[src/timer_irq_pkg.sv]
// Package with offsets, field positions and carriers of the timer interrupt/DMA enable bank
package timer_irq_pkg;
   localparam logic [7:0]  enable_offset  = 8'h0c;
   localparam logic [7:0]  status_offset  = 8'h10;
   localparam logic [7:0]  hostirq_offset = 8'h18;
   localparam logic [7:0]  hostmsk_offset = 8'h1c;
   // Enable register fields
   localparam int          upd_irq_pos    = 0;
   localparam int          ch1_irq_pos    = 1;
   localparam int          trig_irq_pos   = 6;
   localparam int          upd_dma_pos    = 8;
   localparam int          ch1_dma_pos    = 9;
   localparam int          trig_dma_pos   = 14;
   localparam logic [15:0] enable_mask    = 16'h5f5f;
   localparam logic [15:0] enable_reset   = 16'h0000;
   // Status register fields
   localparam int          upd_flag_pos   = 0;
   localparam int          ch1_flag_pos   = 1;
   localparam int          trig_flag_pos  = 6;
   localparam int          ch1_ovc_pos    = 9;
   localparam logic [15:0] status_mask    = 16'h1e5f;
   localparam logic [15:0] status_reset   = 16'h0000;
   // Block-level event sticky bits
   localparam int          ev_dma_pos     = 0;
   localparam int          ev_ovc_pos     = 1;
   localparam logic [1:0]  hostirq_reset  = 2'h0;

   typedef struct packed {
      logic       update;
      logic       trigger;
      logic [3:0] capture;
      logic [3:0] compare;
      logic [3:0] ccr_read;
   } timer_events_s;

   typedef struct packed {
      logic       upd;
      logic       trig;
      logic [3:0] ch;
   } dma_req_s;
endpackage

[src/timer_irq_dma_enable_status.sv]
// Timer interrupt and DMA request enable register with interrupt status flags
// Behaviour
// [RULE_01] Enable register at 0x0c, 16 bits wide
// [RULE_02] Bit 14 gates trigger DMA requests
// [RULE_03] Bits 12..9 gate channel 4..1 DMA
// [RULE_04] Bit 8 gates update DMA requests
// [RULE_05] Bit 6 gates trigger interrupt
// [RULE_06] Bits 4..1 gate channel 4..1 interrupts
// [RULE_07] Bit 0 gates update interrupt
// [RULE_08] Status at 0x10, bits 15..13 read zero
// [RULE_09] Channel 4 overcapture flag in bit 12
// [RULE_10] Channel 3 overcapture flag in bit 11
// [RULE_11] Recapture while flag set sets overcapture; write-zero clears
// [RULE_12] Match or capture sets channel flag; read clears
// [RULE_13] Trigger and update events set their flags
// [RULE_14] Enables reset zero; reserved zero; irq ORs
//
// The bank sits between the timer core, which pulses raw events, and the
// interrupt and DMA controllers of the chip. Flags are sticky and are kept
// here; DMA requests are taken from the raw events instead, so that one
// event gives exactly one request whatever software does with the flags.
// Set wins over clear in every flag: an event that lands in the cycle of a
// clearing write or of a capture register read is kept, so software sees
// it on its next pass rather than losing it.
// Two words of our own, a block status and its mask, summarise activity
// for a host that does not watch the timer lines itself.
// The host summary bits have their own mask; the interrupt enables play no
// part in them, so the host sees DMA requests (as gated by the DMA enables) and
// overcapture activity even while the timer interrupt is switched off.
// Timing: writes take effect on the next edge, read data stand in the
// cycle after the read strobe, DMA requests follow their event by one
// cycle and the interrupt line follows the flags by one more.
// Limitation: event inputs are single-cycle pulses; a level held high
// sets its flag and issues a DMA request on every cycle it stays high.
// Limitation: a capture register read only clears the channel flag while
// that channel is in input mode; in output mode it is ignored.
`timescale 1ns/1ps
module timer_irq_dma_enable_status
   import timer_irq_pkg::*;
#(
   parameter int ADDR_W = 8
) (
   input  wire logic              sys_clk,
   input  wire logic              srst,
   input  wire logic [ADDR_W-1:0] reg_addr,
   input  wire logic [15:0]       reg_wdata,
   input  wire logic              reg_wr,
   input  wire logic              reg_rd,
   output logic      [15:0]       reg_rdata,
   input  wire timer_events_s     events,
   input  wire logic [3:0]        ch_input_mode,
   output logic                   timer_irq,
   output dma_req_s               dma_req,
   output logic                   host_irq
);

   // Word select: one compare per register of the bank
   function automatic logic addr_hit(input logic [ADDR_W-1:0] addr,
                                     input logic [7:0]        offset);
      addr_hit = addr == ADDR_W'(offset);
   endfunction

   // Merge a group of per-channel flags or events through their enables
   function automatic logic any_gated(input logic [3:0] flags,
                                      input logic [3:0] enables);
      any_gated = |(flags & enables);
   endfunction

   // Channel event: capture counts in input mode, compare in output mode
   function automatic logic [3:0] ch_event(input logic [3:0] capture,
                                           input logic [3:0] compare,
                                           input logic [3:0] in_mode);
      ch_event = (capture & in_mode) | (compare & ~in_mode);
   endfunction

   // Bits that a write-zero-to-clear access drops; ones leave a flag alone
   function automatic logic [15:0] zero_clears(input logic        wr,
                                               input logic [15:0] wdata);
      zero_clears = {16{wr}} & ~wdata;
   endfunction

   // Address decode; the word is not qualified by the strobes here so the
   // same selects serve the write path and the read mux
   wire              sel_en   = addr_hit(reg_addr, enable_offset);
   wire              sel_st   = addr_hit(reg_addr, status_offset);
   wire              sel_hi   = addr_hit(reg_addr, hostirq_offset);
   wire              sel_hm   = addr_hit(reg_addr, hostmsk_offset);
   wire              wr_en    = reg_wr & sel_en;
   wire              wr_st    = reg_wr & sel_st;
   wire              wr_hi    = reg_wr & sel_hi;
   wire              wr_hm    = reg_wr & sel_hm;

   // Enables act from the edge after the write; an event in the write
   // cycle is still gated by the old value
   // [RULE_01] Enable register storage
   logic [15:0]      enable_q;
   logic [15:0]      enable_d;
   // [RULE_14] Reserved bits masked
   // A write replaces the whole word; reserved bits are dropped on the way
   // in, so they read as zero without a second mask on the read path
   assign enable_d = wr_en ? (reg_wdata & enable_mask) : enable_q;

   // Enable register, resets to zero
   always_ff @(posedge sys_clk) begin
      if (srst) begin
         enable_q <= enable_reset;
      end else begin
         enable_q <= enable_d;
      end
   end

   // Event decode per flag; a channel only listens to the source that its
   // mode selects, so a stray compare pulse in input mode is ignored
   wire [3:0]        ch_hit   = ch_event(events.capture, events.compare, ch_input_mode);
   // Captures that count, for the overcapture flags and the block status
   wire [3:0]        cap_hit  = events.capture & ch_input_mode;
   wire [3:0]        ch_flag;
   wire [3:0]        ovc_flag;
   wire              upd_flag;
   wire              trig_flag;

   // Software clears a status flag by writing zero to it
   // Writing ones keeps a flag, so software clears one source at a time
   // without racing against events that arrive on the others
   // [RULE_11] Write-zero clear
   wire [15:0]       st_clr   = zero_clears(wr_st, reg_wdata);

   // Both timer-wide flags use the same cell as the channels, so the
   // set-wins behaviour is written once for every timer status flag
   // [RULE_13] Update flag
   flag_cell u_upd (
      .sys_clk (sys_clk),
      .srst    (srst),
      .set_in  (events.update),
      .clr_in  (st_clr[upd_flag_pos]),
      .flag_q  (upd_flag)
   );

   // [RULE_13] Trigger flag
   flag_cell u_trig (
      .sys_clk (sys_clk),
      .srst    (srst),
      .set_in  (events.trigger),
      .clr_in  (st_clr[trig_flag_pos]),
      .flag_q  (trig_flag)
   );

   // Per-channel flags
   // The capture register read clears a flag only in input mode, where the
   // read is how software takes the captured value
   for (genvar i = 0; i < 4; i++) begin : g_ch
      // [RULE_12] Match/capture set, read clears
      flag_cell u_cc (
         .sys_clk (sys_clk),
         .srst    (srst),
         .set_in  (ch_hit[i]),
         .clr_in  (st_clr[ch1_flag_pos+i] | (events.ccr_read[i] & ch_input_mode[i])),
         .flag_q  (ch_flag[i])
      );
      // [RULE_11] Recapture while flag set
      flag_cell u_ov (
         .sys_clk (sys_clk),
         .srst    (srst),
         .set_in  (cap_hit[i] & ch_flag[i]),
         .clr_in  (st_clr[ch1_ovc_pos+i]),
         .flag_q  (ovc_flag[i])
      );
   end

   // Status fields under their own names
   wire              upd_event_flag       = upd_flag;
   wire              trig_event_flag      = trig_flag;
   wire              ch1_event_flag       = ch_flag[0];
   wire              ch1_overcapture_flag = ovc_flag[0];
   wire              ch3_overcapture_flag = ovc_flag[2];
   wire              ch4_overcapture_flag = ovc_flag[3];

   // [RULE_08] Status assembly, reserved bits zero
   // The final mask keeps reserved bits at zero even if a field position
   // is ever moved onto one of them
   logic [15:0]      status_w;
   always_comb begin
      status_w = status_reset;
      status_w[upd_flag_pos] = upd_event_flag;
      status_w[trig_flag_pos] = trig_event_flag;
      status_w[ch1_flag_pos] = ch1_event_flag;
      status_w[ch1_flag_pos+1 +: 3] = ch_flag[3:1];
      status_w[ch1_ovc_pos] = ch1_overcapture_flag;
      status_w[ch1_ovc_pos+1] = ovc_flag[1];
      // [RULE_10] Channel 3 overcapture in bit 11
      status_w[ch1_ovc_pos+2] = ch3_overcapture_flag;
      // [RULE_09] Channel 4 overcapture in bit 12
      status_w[ch1_ovc_pos+3] = ch4_overcapture_flag;
      status_w = status_w & status_mask;
   end

   // [RULE_02] [RULE_03] [RULE_04] Named DMA enable fields
   wire              trig_dma_en = enable_q[trig_dma_pos];
   wire              ch4_dma_en  = enable_q[ch1_dma_pos+3];
   wire              ch3_dma_en  = enable_q[ch1_dma_pos+2];
   wire              ch2_dma_en  = enable_q[ch1_dma_pos+1];
   wire              ch1_dma_en  = enable_q[ch1_dma_pos];
   wire              upd_dma_en  = enable_q[upd_dma_pos];
   wire [3:0]        ch_dma_en   = {ch4_dma_en, ch3_dma_en, ch2_dma_en, ch1_dma_en};

   // [RULE_05] [RULE_06] [RULE_07] Named interrupt enable fields
   wire              trig_irq_en = enable_q[trig_irq_pos];
   wire              ch4_irq_en  = enable_q[ch1_irq_pos+3];
   wire              ch3_irq_en  = enable_q[ch1_irq_pos+2];
   wire              ch2_irq_en  = enable_q[ch1_irq_pos+1];
   wire              ch1_irq_en  = enable_q[ch1_irq_pos];
   wire              upd_irq_en  = enable_q[upd_irq_pos];
   wire [3:0]        ch_irq_en   = {ch4_irq_en, ch3_irq_en, ch2_irq_en, ch1_irq_en};

   // [RULE_05] [RULE_06] [RULE_07] Interrupt gating
   // [RULE_14] Irq is OR of enabled flags
   // The line follows the flags, not the raw events, so it stays up until
   // software has cleared every enabled flag that is set
   wire              upd_irq_hit  = upd_flag & upd_irq_en;
   wire              trig_irq_hit = trig_flag & trig_irq_en;
   wire              ch_irq_hit   = any_gated(ch_flag, ch_irq_en);
   wire              irq_d        = upd_irq_hit | trig_irq_hit | ch_irq_hit;

   // [RULE_02] [RULE_03] [RULE_04] DMA gating on raw events
   // Raw events rather than flags: one request per event, and a flag that
   // software leaves set does not keep the DMA controller busy
   dma_req_s         dma_d;
   // Field order of the carrier: update, trigger, channels 4..1
   assign dma_d = {events.update & upd_dma_en,
                   events.trigger & trig_dma_en,
                   ch_hit & ch_dma_en};

   // Block events: any DMA request issued, any overcapture seen
   // Overcapture is taken from the same gated capture that sets the
   // channel's own overcapture flag, so both always agree
   wire [1:0]        hev;
   assign hev[ev_dma_pos] = |dma_d;
   assign hev[ev_ovc_pos] = any_gated(cap_hit, ch_flag);

   // Block sticky status, write one to clear, set wins
   // Write-one-to-clear here, unlike the timer status word, so a host can
   // acknowledge one summary bit without a read-modify-write
   logic [1:0]       hstat_q;
   logic [1:0]       hstat_d;
   logic [1:0]       hmask_q;
   logic [1:0]       hmask_d;
   wire  [1:0]       hstat_clr = {2{wr_hi}} & reg_wdata[1:0];
   assign hstat_d = hev | (hstat_q & ~hstat_clr);
   assign hmask_d = wr_hm ? reg_wdata[1:0] : hmask_q;

   // Read mux, unmapped reads as zero
   // Zero outside the read slot as well, so a bus that ORs the read data
   // of several slaves needs no extra gating
   logic [15:0]      rdata_d;
   always_comb begin
      rdata_d = 16'h0000;
      if (reg_rd) begin
         if (sel_en) begin
            rdata_d = enable_q;
         end else if (sel_st) begin
            rdata_d = status_w;
         end else if (sel_hi) begin
            rdata_d = {14'h0000, hstat_q};
         end else if (sel_hm) begin
            rdata_d = {14'h0000, hmask_q};
         end
      end
   end

   // Read data register, valid only in the cycle after the strobe
   always_ff @(posedge sys_clk) begin
      if (srst) begin
         reg_rdata <= 16'h0000;
      end else begin
         reg_rdata <= rdata_d;
      end
   end

   // Request registers; requests land one cycle after the event
   // Registered so that no output glitches while enables are rewritten
   always_ff @(posedge sys_clk) begin
      if (srst) begin
         timer_irq <= 1'b0;
         dma_req   <= '0;
      end else begin
         timer_irq <= irq_d;
         dma_req   <= dma_d;
      end
   end

   // Block status, mask and summary interrupt
   // The summary lags the status by one more cycle, as the read data do; a host
   // that polls the status word sees an event no earlier than the cycle the line
   // rises, and the bit stays set until it is acknowledged
   always_ff @(posedge sys_clk) begin
      if (srst) begin
         hstat_q  <= hostirq_reset;
         hmask_q  <= hostirq_reset;
         host_irq <= 1'b0;
      end else begin
         hstat_q  <= hstat_d;
         hmask_q  <= hmask_d;
         host_irq <= |(hstat_q & hmask_q);
      end
   end
endmodule

[src/flag_cell.sv]
// One sticky status flag: hardware set wins over a software clear
`timescale 1ns/1ps
module flag_cell (
   input  wire logic sys_clk,
   input  wire logic srst,
   input  wire logic set_in,
   input  wire logic clr_in,
   output logic      flag_q
);
   logic flag_d;

   // Set has priority so an event in the clear cycle survives
   assign flag_d = set_in | (flag_q & ~clr_in);

   // Flag register
   always_ff @(posedge sys_clk) begin
      if (srst) begin
         flag_q <= 1'b0;
      end else begin
         flag_q <= flag_d;
      end
   end
endmodule

[config.mk]
export PLATFORM = sky130hd
export DESIGN_NAME = timer_irq_dma_enable_status
export DESIGN_NICKNAME = d
export VERILOG_FILES = /design/src/timer_irq_pkg.sv /design/src/timer_irq_dma_enable_status.sv /design/src/flag_cell.sv
export SDC_FILE = /design/constraint.sdc
export NUM_CORES = 1
export LEC_CHECK = 0
export ABC_AREA = 1
export BUFFER_PORTS_ARGS = -buffer_cell sky130_fd_sc_hd__buf_2
export CORE_MARGIN = 4
export CORE_UTILIZATION = 51
export DETAILED_ROUTE_END_ITERATION = 8
export GPL_TIMING_DRIVEN = 1
export PLACE_DENSITY_LB_ADDON = 0.25
export SLEW_MARGIN = 20
export SYNTH_ARGS = -nofsm -noshare
export SYNTH_HDL_FRONTEND = slang
export SYNTH_SLANG_ARGS = --single-unit
[constraint.sdc]
create_clock -name sys_clk -period 2.4 [get_ports sys_clk]
set_input_delay 0.12 -clock sys_clk [delete_from_list [all_inputs] [get_ports sys_clk]]
set_output_delay 0.12 -clock sys_clk [all_outputs]
set_load 0.03 [all_outputs]
# Yosys cells after proc, flatten, opt, wreduce, memory -nomap -nowiden
# Index checks and enable logic that the tools add are counted.
# Widths: inputs -> output; s select.
# word_totals
output_inout_bits	24
wordCells	101
mem_count	0
ram_bits	0
reg_bits	50
latch_bits	0
inputBits	46
romBits	0
# classes
eq_ne	4
div	0
magnitude_cmp	0
bitwise	67
n_reduce_logical	6
multipliers	0
muxes	4
addsub	0
shift	0
# op_table
op	n
$and 1x1->1	26
$eq 8x5->1 const B	3
$and 4x4->4	5
$or 1x1->1	16
$mux 15	1
$and 13x13->13	1
$mux 13	1
$not 13->13	1
$not 1->1	11
$eq 8x4->1 const B	1
$reduce_or 4->1	2
$and 2x2->2	3
$reduce_or 6->1	1
$reduce_or 5->1	1
$mux 2	2
$not 4->4	1
$or 4x4->4	1
$reduce_or 2->1	2
$not 2->2	1
$or 2x2->2	1

# Depth between registers and ports, before layout
# Gate-level depths: netlist (run 1).
# depth
word_depth	7
mapped_depth	9
mapped_depth_nobuf	9

# By module
# A second synthesis (run 1) with hierarchy kept.
# unflattened
cells_unflattened	292
hier_area_um2	2063.2
# by_module_without_submodules
module	seq_area_each_um2	cells_per_inst	area_per_inst_um2	n_inst
timer_irq_dma_enable_status	720.7	242	1662.8	1
flag_cell	20.0	5	40.0	10

# Worst setup path before layout (run 1)
# OpenSTA, ideal clock, no wires.
# synth_timing
kind	input port to flip-flop
from	in reg_addr[7]
to	reg enable_q[10]
path_buffers	1
setup_ns	0.113
cell_stages	7
path_slack_ns	1.407
arrival_ns	0.880
required_ns	2.287
path_cell_list	nor2_2 -> nand2_2 -> nor2_4 -> nand2_4 -> buf_6 -> o21ai_1 -> nor2_1
# synth_via
elab_chain_len	2
# synth_rtl
item	line	source
start, declared	timer_irq_dma_enable_status.sv:45	input wire logic [ADDR_W-1:0] reg_addr,
$eq 8x4->1	timer_irq_dma_enable_status.sv:60	addr_hit = addr == ADDR_W'(offset);
$and 1x1->1	timer_irq_dma_enable_status.sv:88	wire wr_en = reg_wr & sel_en;
end signal, assigned	timer_irq_dma_enable_status.sv:106	enable_q <= enable_reset;
end signal, assigned	timer_irq_dma_enable_status.sv:108	enable_q <= enable_d;
end, declared	timer_irq_dma_enable_status.sv:96	logic [15:0] enable_q;
# No other way between the ends.
# A chain may end at the register's enable or synchronous reset.

# Worst setup path after layout (run 1)
# layout_timing
from	in reg_addr[7]
to	reg enable_q[6]
# Same word-level chain as after synthesis.

==> results of run 1 <==
## metal layers
layer  global-route usage  vias up  share of wire
met5                    0        -              0
met4               0.0660        0         0.0070
li1                     -     1000              -
met2                0.333       68           0.49
met1                0.240      843           0.42
met3               0.0388        4          0.081
## power groups by stage
stage                     registers (mW)  logic [mW]  clock network [mW]
after CTS                          0.785       0.128               0.480
after global routing               0.787       0.147               0.507
after detailed placement           0.804       0.127                   0
final                              0.786       0.128               0.475
after floorplan                    0.801      0.0738                   0
after global placement             0.803       0.125                   0
## state kept, by name (all words and copies together), names as in the netlist
register	flops
timer_irq	1
host_irq	1
g_ch.u_cc.flag_q	4
dma_req	6
hmask_q	2
u_upd.flag_q	1
reg_rdata	12
enable_q	12
hstat_q	2
u_trig.flag_q	1
g_ch.u_ov.flag_q	4
## synth_stat cells, types with 2 or more instances
library cell,n,area [um^2]
o21ai_1,10,50.1
buf_4,4,30.0
nand3_1,22,110
clkbuf_1,4,15.0
nor2_1,47,176
inv_1,40,150
nand4_1,2,12.5
dfxtp_1,46,921
buf_6,2,22.5
nand2_1,63,236
a21oi_1,23,115
nor2_2,2,12.5
buf_2,3,15.0
o21ai_0,8,40.0
## logic make-up (layout without fill, tap and decap cells)
kind of cell	Yosys count	count (layout)	synth area share
compound gates	44	44	0.114
buf+inv	54	113	0.120
flops	46	46	0.465
other cells	1	4	0.00189
simple gates	141	141	0.299
## through the flow
| stage | hold WS, ns | utilization | power (mW) | instances |
|---|---|---|---|---|
| 6_report | 0.0741 | 0.642 | 1.39 | 396 |
| 3_5_place_dp | 0.371 | 0.618 | 0.931 | 388 |
| 4_1_cts | 0.0630 | 0.642 | 1.39 | 396 |
| 2_1_floorplan | 0.189 | - | 0.875 | 289 |
| 5_1_grt | 0.0812 | 0.642 | 1.44 | 396 |
| 3_3_place_gp | 0.361 | 0.618 | 0.928 | 388 |
## how the worst max path moves through the flow
stage	endpoint	cells past startpoint	slack [ns]
final	enable_q[6]	8	1.34
after floorplan	enable_q[10]	7	1.41
after CTS	enable_q[0]	8	1.36
after global routing	enable_q[6]	8	1.25
after detailed placement	enable_q[0]	8	1.05
after global placement	enable_q[2]	8	1.10
## layout make-up
class	count	area [um^2]
inverters	41	155
repair buffers	64	328
well taps	48	60.1
flip-flops and latches	46	921
multi-input cells	189	832
clock buffers	7	86.3
fillers	367	1330
clock inverters	1	5.00
## critical path, delay by kind of cell
kind                   cells  cell delay, ns
AND/OR/NAND/NOR            6            0.86
buffers and inverters      2            0.30
==> results.md, run 1 <==
- The flow ran to the end, and the final reports show no timing, DRC or antenna violations.
- Across every metal layer, demand over resource in global routing totals 0.194.
- The analysis attributes to net switching a power of around 0.33 mW.
- Clock-pin slew was measured on the worst setup and hold paths at 0.08 ns.
- In this run the number of H-tree levels came out at 2.
- 70 I/O pins were placed.
- For this run, the leading register cell type out of synthesis is dfxtp_1.
- The hold-critical path depth is 3.
- In this design, the stage delay of the slowest critical-path cell is 0.26 ns.
- After floorplanning, the core was divided into 22 placement rows.
- The hold path endpoint is enable_q[14].
- The clock sink count is 46.
- The launching element type of the critical path is an input port.
- The number of antenna violations at the first check in global routing is 0.
- The number of instances in the synthesized netlist is ~290.
- Port buffering added a little over 60 buffers.
- The launch instance of the worst register-to-register path is g_ch[2].u_cc.flag_q.
- In this run the remaining antenna-violating nets after routing total 0.
- Yosys printed 0 warnings.
- The register-to-register path setup slack is between 1 and 1.5 ns.
- The data required time at the worst endpoint is about 2.6 ns.
- Entering global routing, the biggest net connects 23 pins.
- The residual overflow from global routing is 0.
- In this run the post-CTS setup repair buffer count came out at 0.
- The total negative setup slack is 0 ns.
- Max-cap violations in this run came to 0.
- Derived from the worst setup path, the maximum achievable clock frequency is 0.948 GHz.
- The initial utilization of the core area, before any placement, comes to 0.533.
- The cell at the root of the clock tree is clkbuf_8.
- The clock passes through at most 2 buffers.
- The hold path startpoint is reg_wdata[14].
- After legalization and detailed placement, the total HPWL measured about 3.5 mm.
- The via count of the first global-routing pass is 1,756.
- The part of the power in combinational logic is 0.092.
- In this run the power density over the cells is between 500 and 600 mW/mm^2.
- On the critical path, the stage with the largest delay is an instance of nor2_4.
- The timing startpoint of the critical path is reg_addr[7].
- In this run, synthesis produced a sequential element count of 46.
- For this run, asynchronously set or reset flops after synthesis account for 0.
- The kind of end point of the critical path is a flip-flop.
- The count of cell types in the netlist is 24.
- The layout net count is 393.
- The routed design could run at a clock period as short as roughly 1.1 ns.
- The worst-path maximum fanout is 13.
- After layout, the worst setup slack is about 1.3 ns.
- The y dimension of the die is 70.3 um.
- The standard cell core area is roughly 0.0037 mm^2.
- The post-route standard cell area excluding fillers is about 0.0024 mm^2.
- The most numerous cell type found on the critical path is nor2_1.
- The count of endpoints failing hold in the final timing report is 0.
- The first-pass GRT wire length is about 7.7 mm.
- After clock tree synthesis, the repair step resized 0 gates.
- The total of endpoints with negative setup slack in the final report is 0.
- The clock network power share is 0.342.
- For this block, the via count after detailed routing is approximately 1,900.
- The total CTS buffers is 5.
- The mapped cell area is 0.00198 mm^2.
- The clock skew after layout is around 0.0059 ns.
- The critical path goes through buf_2 -> nor2_2 -> nand2_2 -> nor2_4 -> nand2_4 -> clkinv_2 -> nor2_1 -> nor2_1.
- The synthesized area divided by synthesized cell count is about 7 um^2.
- The TritonCTS clock tree is done.
- The critical path is of the input port to flip-flop type.
- Of the total power, the share spent switching nets is 0.238.
- The area of placed instances is 0.00230 mm^2.
- The total iterations of the first detailed-routing run is 4.
- Timing analysis after detailed placement gives a worst setup slack of approximately 1.1 ns.
- The period utilization is 0.440.
- In this run, post-CTS hold repair placed 0 buffers.
- The worst-skew pair later-pin latency is just under 0.3 ns.
- For this run, design rule violations remaining after detail routing come to 0.
- The fraction of layout instances using a drive strength above 1 is 0.224.
- The area enclosed by the die boundary is ~0.0049 mm^2.
- The analysis attributes to cell leakage a power of 1.15 nW.
- The final-report max-slew violation count is 0.
- The min-delay analysis places its worst path in the category input port to flip-flop.
- The average wire length per cell after detail routing is about 12 um.
- The layout-stage area growth over the synthesis result is 20.6%.
- Routability-driven placement finished with a final weighted congestion of approximately 0.82.
- The sequential share of power is 0.566.
- The top cell types in the final layout, fill and taps aside, are 63 x nand2_1, 61 x buf_2, 47 x nor2_1, 46 x dfxtp_1, 40 x inv_1.
- The DRC marker count from the first detailed-route iteration is between 100 and 150.
- The width of the die is 70.3 um.
- Summed over all layers, the routed wires come to about 4.7 mm.
- STA puts the critical path data arrival time at 1.29 ns.
- The sequential fraction of the synthesis area is 0.465.
- The endpoint of the most critical register-to-register path is timer_irq.
- Dividing the detail-routed via count by the number of cells gives between 4 and 5.
- The count of antenna diodes in the layout is 0.
- The internal portion of the total power is around 1.1 mW.
- The number of cell instances on the worst register-to-register path is 4.
- Setup repair after global routing left no endpoint under its margin.
- The commonest non-fill, non-tap cell in the layout is nand2_1.
- The synthesized design contains 0 enable-type register cells.
- The worst-case IR drop observed on VDD is 303 uV.
Note: power is estimated with default switching activity, not from simulation.
==> inputs of run 2 (changes only) <==
--- a/config.mk
+++ b/config.mk
@@ -5,10 +5,10 @@
 export SDC_FILE = /design/constraint.sdc
 export NUM_CORES = 1
 export LEC_CHECK = 0
-export ABC_AREA = 1
+export ABC_AREA = 0
 export BUFFER_PORTS_ARGS = -buffer_cell sky130_fd_sc_hd__buf_2
 export CORE_MARGIN = 4
-export CORE_UTILIZATION = 51
+export CORE_UTILIZATION = 48
 export DETAILED_ROUTE_END_ITERATION = 8
 export GPL_TIMING_DRIVEN = 1
 export PLACE_DENSITY_LB_ADDON = 0.25
==> constraint.sdc (replaced) <==
create_clock -name sys_clk -period 1 [get_ports sys_clk]
set_input_delay 0.05 -clock sys_clk [delete_from_list [all_inputs] [get_ports sys_clk]]
set_output_delay 0.05 -clock sys_clk [all_outputs]
set_load 0.03 [all_outputs]
==> results.md, run 2 <==
- Of all cell types, the one taking the most synthesized area is dfxtp_1.
- The mean number of vias per cell is between 5 and 6.
- The area growth from synthesis to layout is 51.8%.
- The residual overflow from global routing is 0.
- The via count of the routed design is roughly 1,900.
- The H-tree was split into 2 levels.
- From bottom edge to top edge, the die measures between 60 and 70 um.
- Counting instances, the worst hold path has a depth of 3.
- Dividing total power by cell area gives a power density of ~1200 mW/mm^2.
- Across the run, the number of max-cap violations was 0.
- The run finished, with violations left.
- The final-report max-slew violation count is 0.
- Once detail routing completed, the nets flagged for antenna violations numbered 0.
- At the placement stage, the worst setup path has a slack of -0.770 ns.
- The final reports fail on setup timing.
- The via count of the first global-routing pass is roughly 1,800.
- The aggregate global-route resource usage is 0.217.
- Counting along the longest clock path gives a buffer depth of 2.
- The routed design could run at a clock period as short as around 1.5 ns.
- In the synthesized netlist the dominant register cell turns out to be dfxtp_1.
- The cell at the root of the clock tree is clkbuf_8.
- The maximum ir drop on the vdd rail is 985 uV.
- The internal power of the cells totals between 2 and 3 mW.
- The share of the Yosys chip area taken by registers is 0.508.
- Setup violations remaining at the end of the flow were counted as 31.
- The clock-pin slew on the worst setup and hold paths is about 0.090 ns.
- The share of total power dissipated in the clock network is 0.333.
- The count of endpoints failing hold in the final timing report is 0.
- TritonCTS built the clock tree.
- The switching fraction of total power is 0.257.
- The layout net count is between 300 and 400.
- The number of filler cells placed in the layout is approximately 250.
- Data on the critical path is required at its endpoint by 1.25 ns.
- The proportion of netlist area held by the largest area contributor is 0.508.
- Leaving out fill and tap cells, the most frequent cell in the layout is buf_2.
- The leakage power is 1.20 nW.
- The endpoint arrival time on the critical path is 1.71 ns.
- The synthesized netlist occupies a cell area of ~0.0018 mm^2.
- The later pin in the worst-skew pair is clocked with a latency of 0.30 ns.
- The flip-flop and latch count after synthesis is 46.
- The library cell with the highest instance count after synthesis is dfxtp_1.
- The share of total power dissipated in sequential elements is 0.550.
- The count of cell types in the netlist is 33.
- The number of cell instances on the worst register-to-register path is 4.
- The register-to-register path setup slack is 0 ns.
- The kind of end point of the critical path is a flip-flop.
- The clock sink count is 46.
- The total power after layout is between 3 and 4 mW.
- Input and output buffers added on the ports amount to roughly 60.
- At the end of routability-driven placement, the weighted congestion stood at about 0.79.
- After synthesis, the mean cell area works out to 9.03 um^2.
- The HPWL after detailed placement is roughly 3.4 mm.
- The number of antenna violations at the first check in global routing is 0.
- The final routed wirelength across all metal layers is 5.46 mm.
- The switching power total is 0.885 mW.
- The largest registers in the layout are enable_q x12, reg_rdata x12, dma_req x6.
- In this run, the number of DRC markers left after iteration 0 of detailed routing was 145.
- The category of the critical setup timing path is input port to flip-flop.
- Of all nets on the critical path, the largest fanout is 10.
- Derived from the worst setup path, the maximum achievable clock frequency is between 0.6 and 0.7 GHz.
- The die covers between 0.004 and 0.005 mm^2.
- The core region is 0.00366 mm^2.
- The die is around 69 um wide.
- Buffers inserted during clock tree synthesis total 5.
- The maximum number of pins on one net before global-route repair is 35.
- The library cells used most frequently in the layout, excluding fill and tap cells, are 57 x buf_2, 46 x dfxtp_1, 17 x nand2_1.
- The count of flip-flops with a built-in enable after synthesis is 0.
- The share of synthesized flip-flops with an asynchronous set or reset is 0.
- The part of the power in combinational logic is 0.117.
- The period utilization is 1.46.
- The clock arrives with approximately 0.0033 ns of skew.
- The first-pass GRT wire length is approximately 8.2 mm.
- The initialized floorplan defines 22 standard-cell rows.
- The starting density of the core is 0.496.
- The average wire length per cell after detail routing is between 15 and 20 um.
- The Yosys step of the flow raised 0 warnings.
- The repair_antennas step left the layout with diodes totalling 0.
- The commonest cells after synthesis are 46 x dfxtp_1, 32 x nand2_1, 22 x a21oi_1.
- The detailed-route DRC error count is 0.
- The launching element type of the critical path is an input port.
- Setup repair after global routing could not meet its margin everywhere.
- The final worst-path setup slack is -0.458 ns.
- 70 I/O pins were placed.
- The pre-antenna-repair detailed-routing pass consisted of 4 iterations.
- Ranked by total cell area, the synthesized netlist is headed by dfxtp_1 51%, nand2_1 6.6%, a21oi_1 6.1%, a22o_2 4.4%, mux2i_1 3.3%.
- The classification of the worst-slack hold path is input port to flip-flop.
- The number of instances in the synthesized netlist is about 200.
- Of the cells placed in the final design, the portion with a size suffix greater than 1 is 0.492.
==> run 2: cell types whose count changed after synthesis, sizes merged, moves of 6 or more <==
cell | previous run | this run
nand3 | 23 | 7
a22o | 0 | 8
inv | 40 | 4
nand2 | 65 | 32
mux2i | 0 | 6
nor2 | 50 | 15
o21ai | 18 | 11
==> run 2: final timing paths <==
check / from / endpoint
worst min register to register: enable_q[14] / dma_req[4]
worst max register to register: g_ch[0].u_cc.flag_q / hstat_q[1]
worst max-delay path: reg_addr[1] / reg_rdata[10]
worst min-delay path: reg_wdata[6] / enable_q[6]
==> run 2: logic make-up after synthesis <==
logic type	after synthesis	synth area share
AND/OR/NAND/NOR	78	0.220
AO/OA/AOI/OAI	51	0.177
flip-flops	46	0.508
buffers and inverters	17	0.0476
multiplexers	8	0.0455
other	1	0.00207
==> run 2: power groups by stage <==
| stage | clock network (mW) | registers, mW | logic [mW] |
|---|---|---|---|
| 5_1_grt | 1.24 | 1.90 | 0.431 |
| 3_5_place_dp | 0 | 1.93 | 0.295 |
| 2_1_floorplan | 0 | 1.92 | 0.159 |
| 6_report | 1.14 | 1.89 | 0.402 |
| 4_1_cts | 1.15 | 1.89 | 0.351 |
| 3_3_place_gp | 0 | 1.93 | 0.291 |
==> run 2: per-stage QoR <==
stage	instances	util	TNS (ns)	hold WS (ns)	instance area, um^2
after floorplan	204	-	-12.82	0.161	1850
after global placement	316	0.619	-20.22	0.285	2270
after detailed placement	316	0.619	-20.69	0.292	2270
after CTS	341	0.711	-8.08	0.00473	2600
after global routing	343	0.752	-9.38	0.00257	2750
final	343	0.752	-8.91	0.00758	2750
==> run 2: repair_timing <==
action,CTS,global route
endpoints found under the hold margin,13,0
buffers inserted,2,1
pin swaps,24,16
setup endpoints to repair,24,29
hold buffers,13,0
resized for setup,28,35
gates cloned,2,1
==> run 2: worst max-delay path, stage by stage <==
cell,delay [ns]
buf_6,0.09
or4_4,0.53
or4b_4,0.57
nor3_4,0.17
buf_12,0.15
a22o_2,0.15
==> run 2: layout make-up <==
class,instances,area [um^2],share of cell area
sequential,46,921,0.334
timing repair buffer,95,664,0.241
clock buffer,5,68.8,0.0250
inverter,4,15.0,0.00545
multi-input combinational,142,1010,0.365
clock inverter,3,18.8,0.00682
tap,48,60.1,0.0218
==> run 2: layer usage <==
| layer | vias up | GRT usage | wire length [um] |
|---|---|---|---|
| met5 | - | 0 | 0 |
| met4 | 0 | 0.0976 | 178 |
| met3 | 17 | 0.0609 | 360 |
| met2 | 80 | 0.369 | 2730 |
| met1 | 873 | 0.251 | 2190 |
| li1 | 893 | - | - |
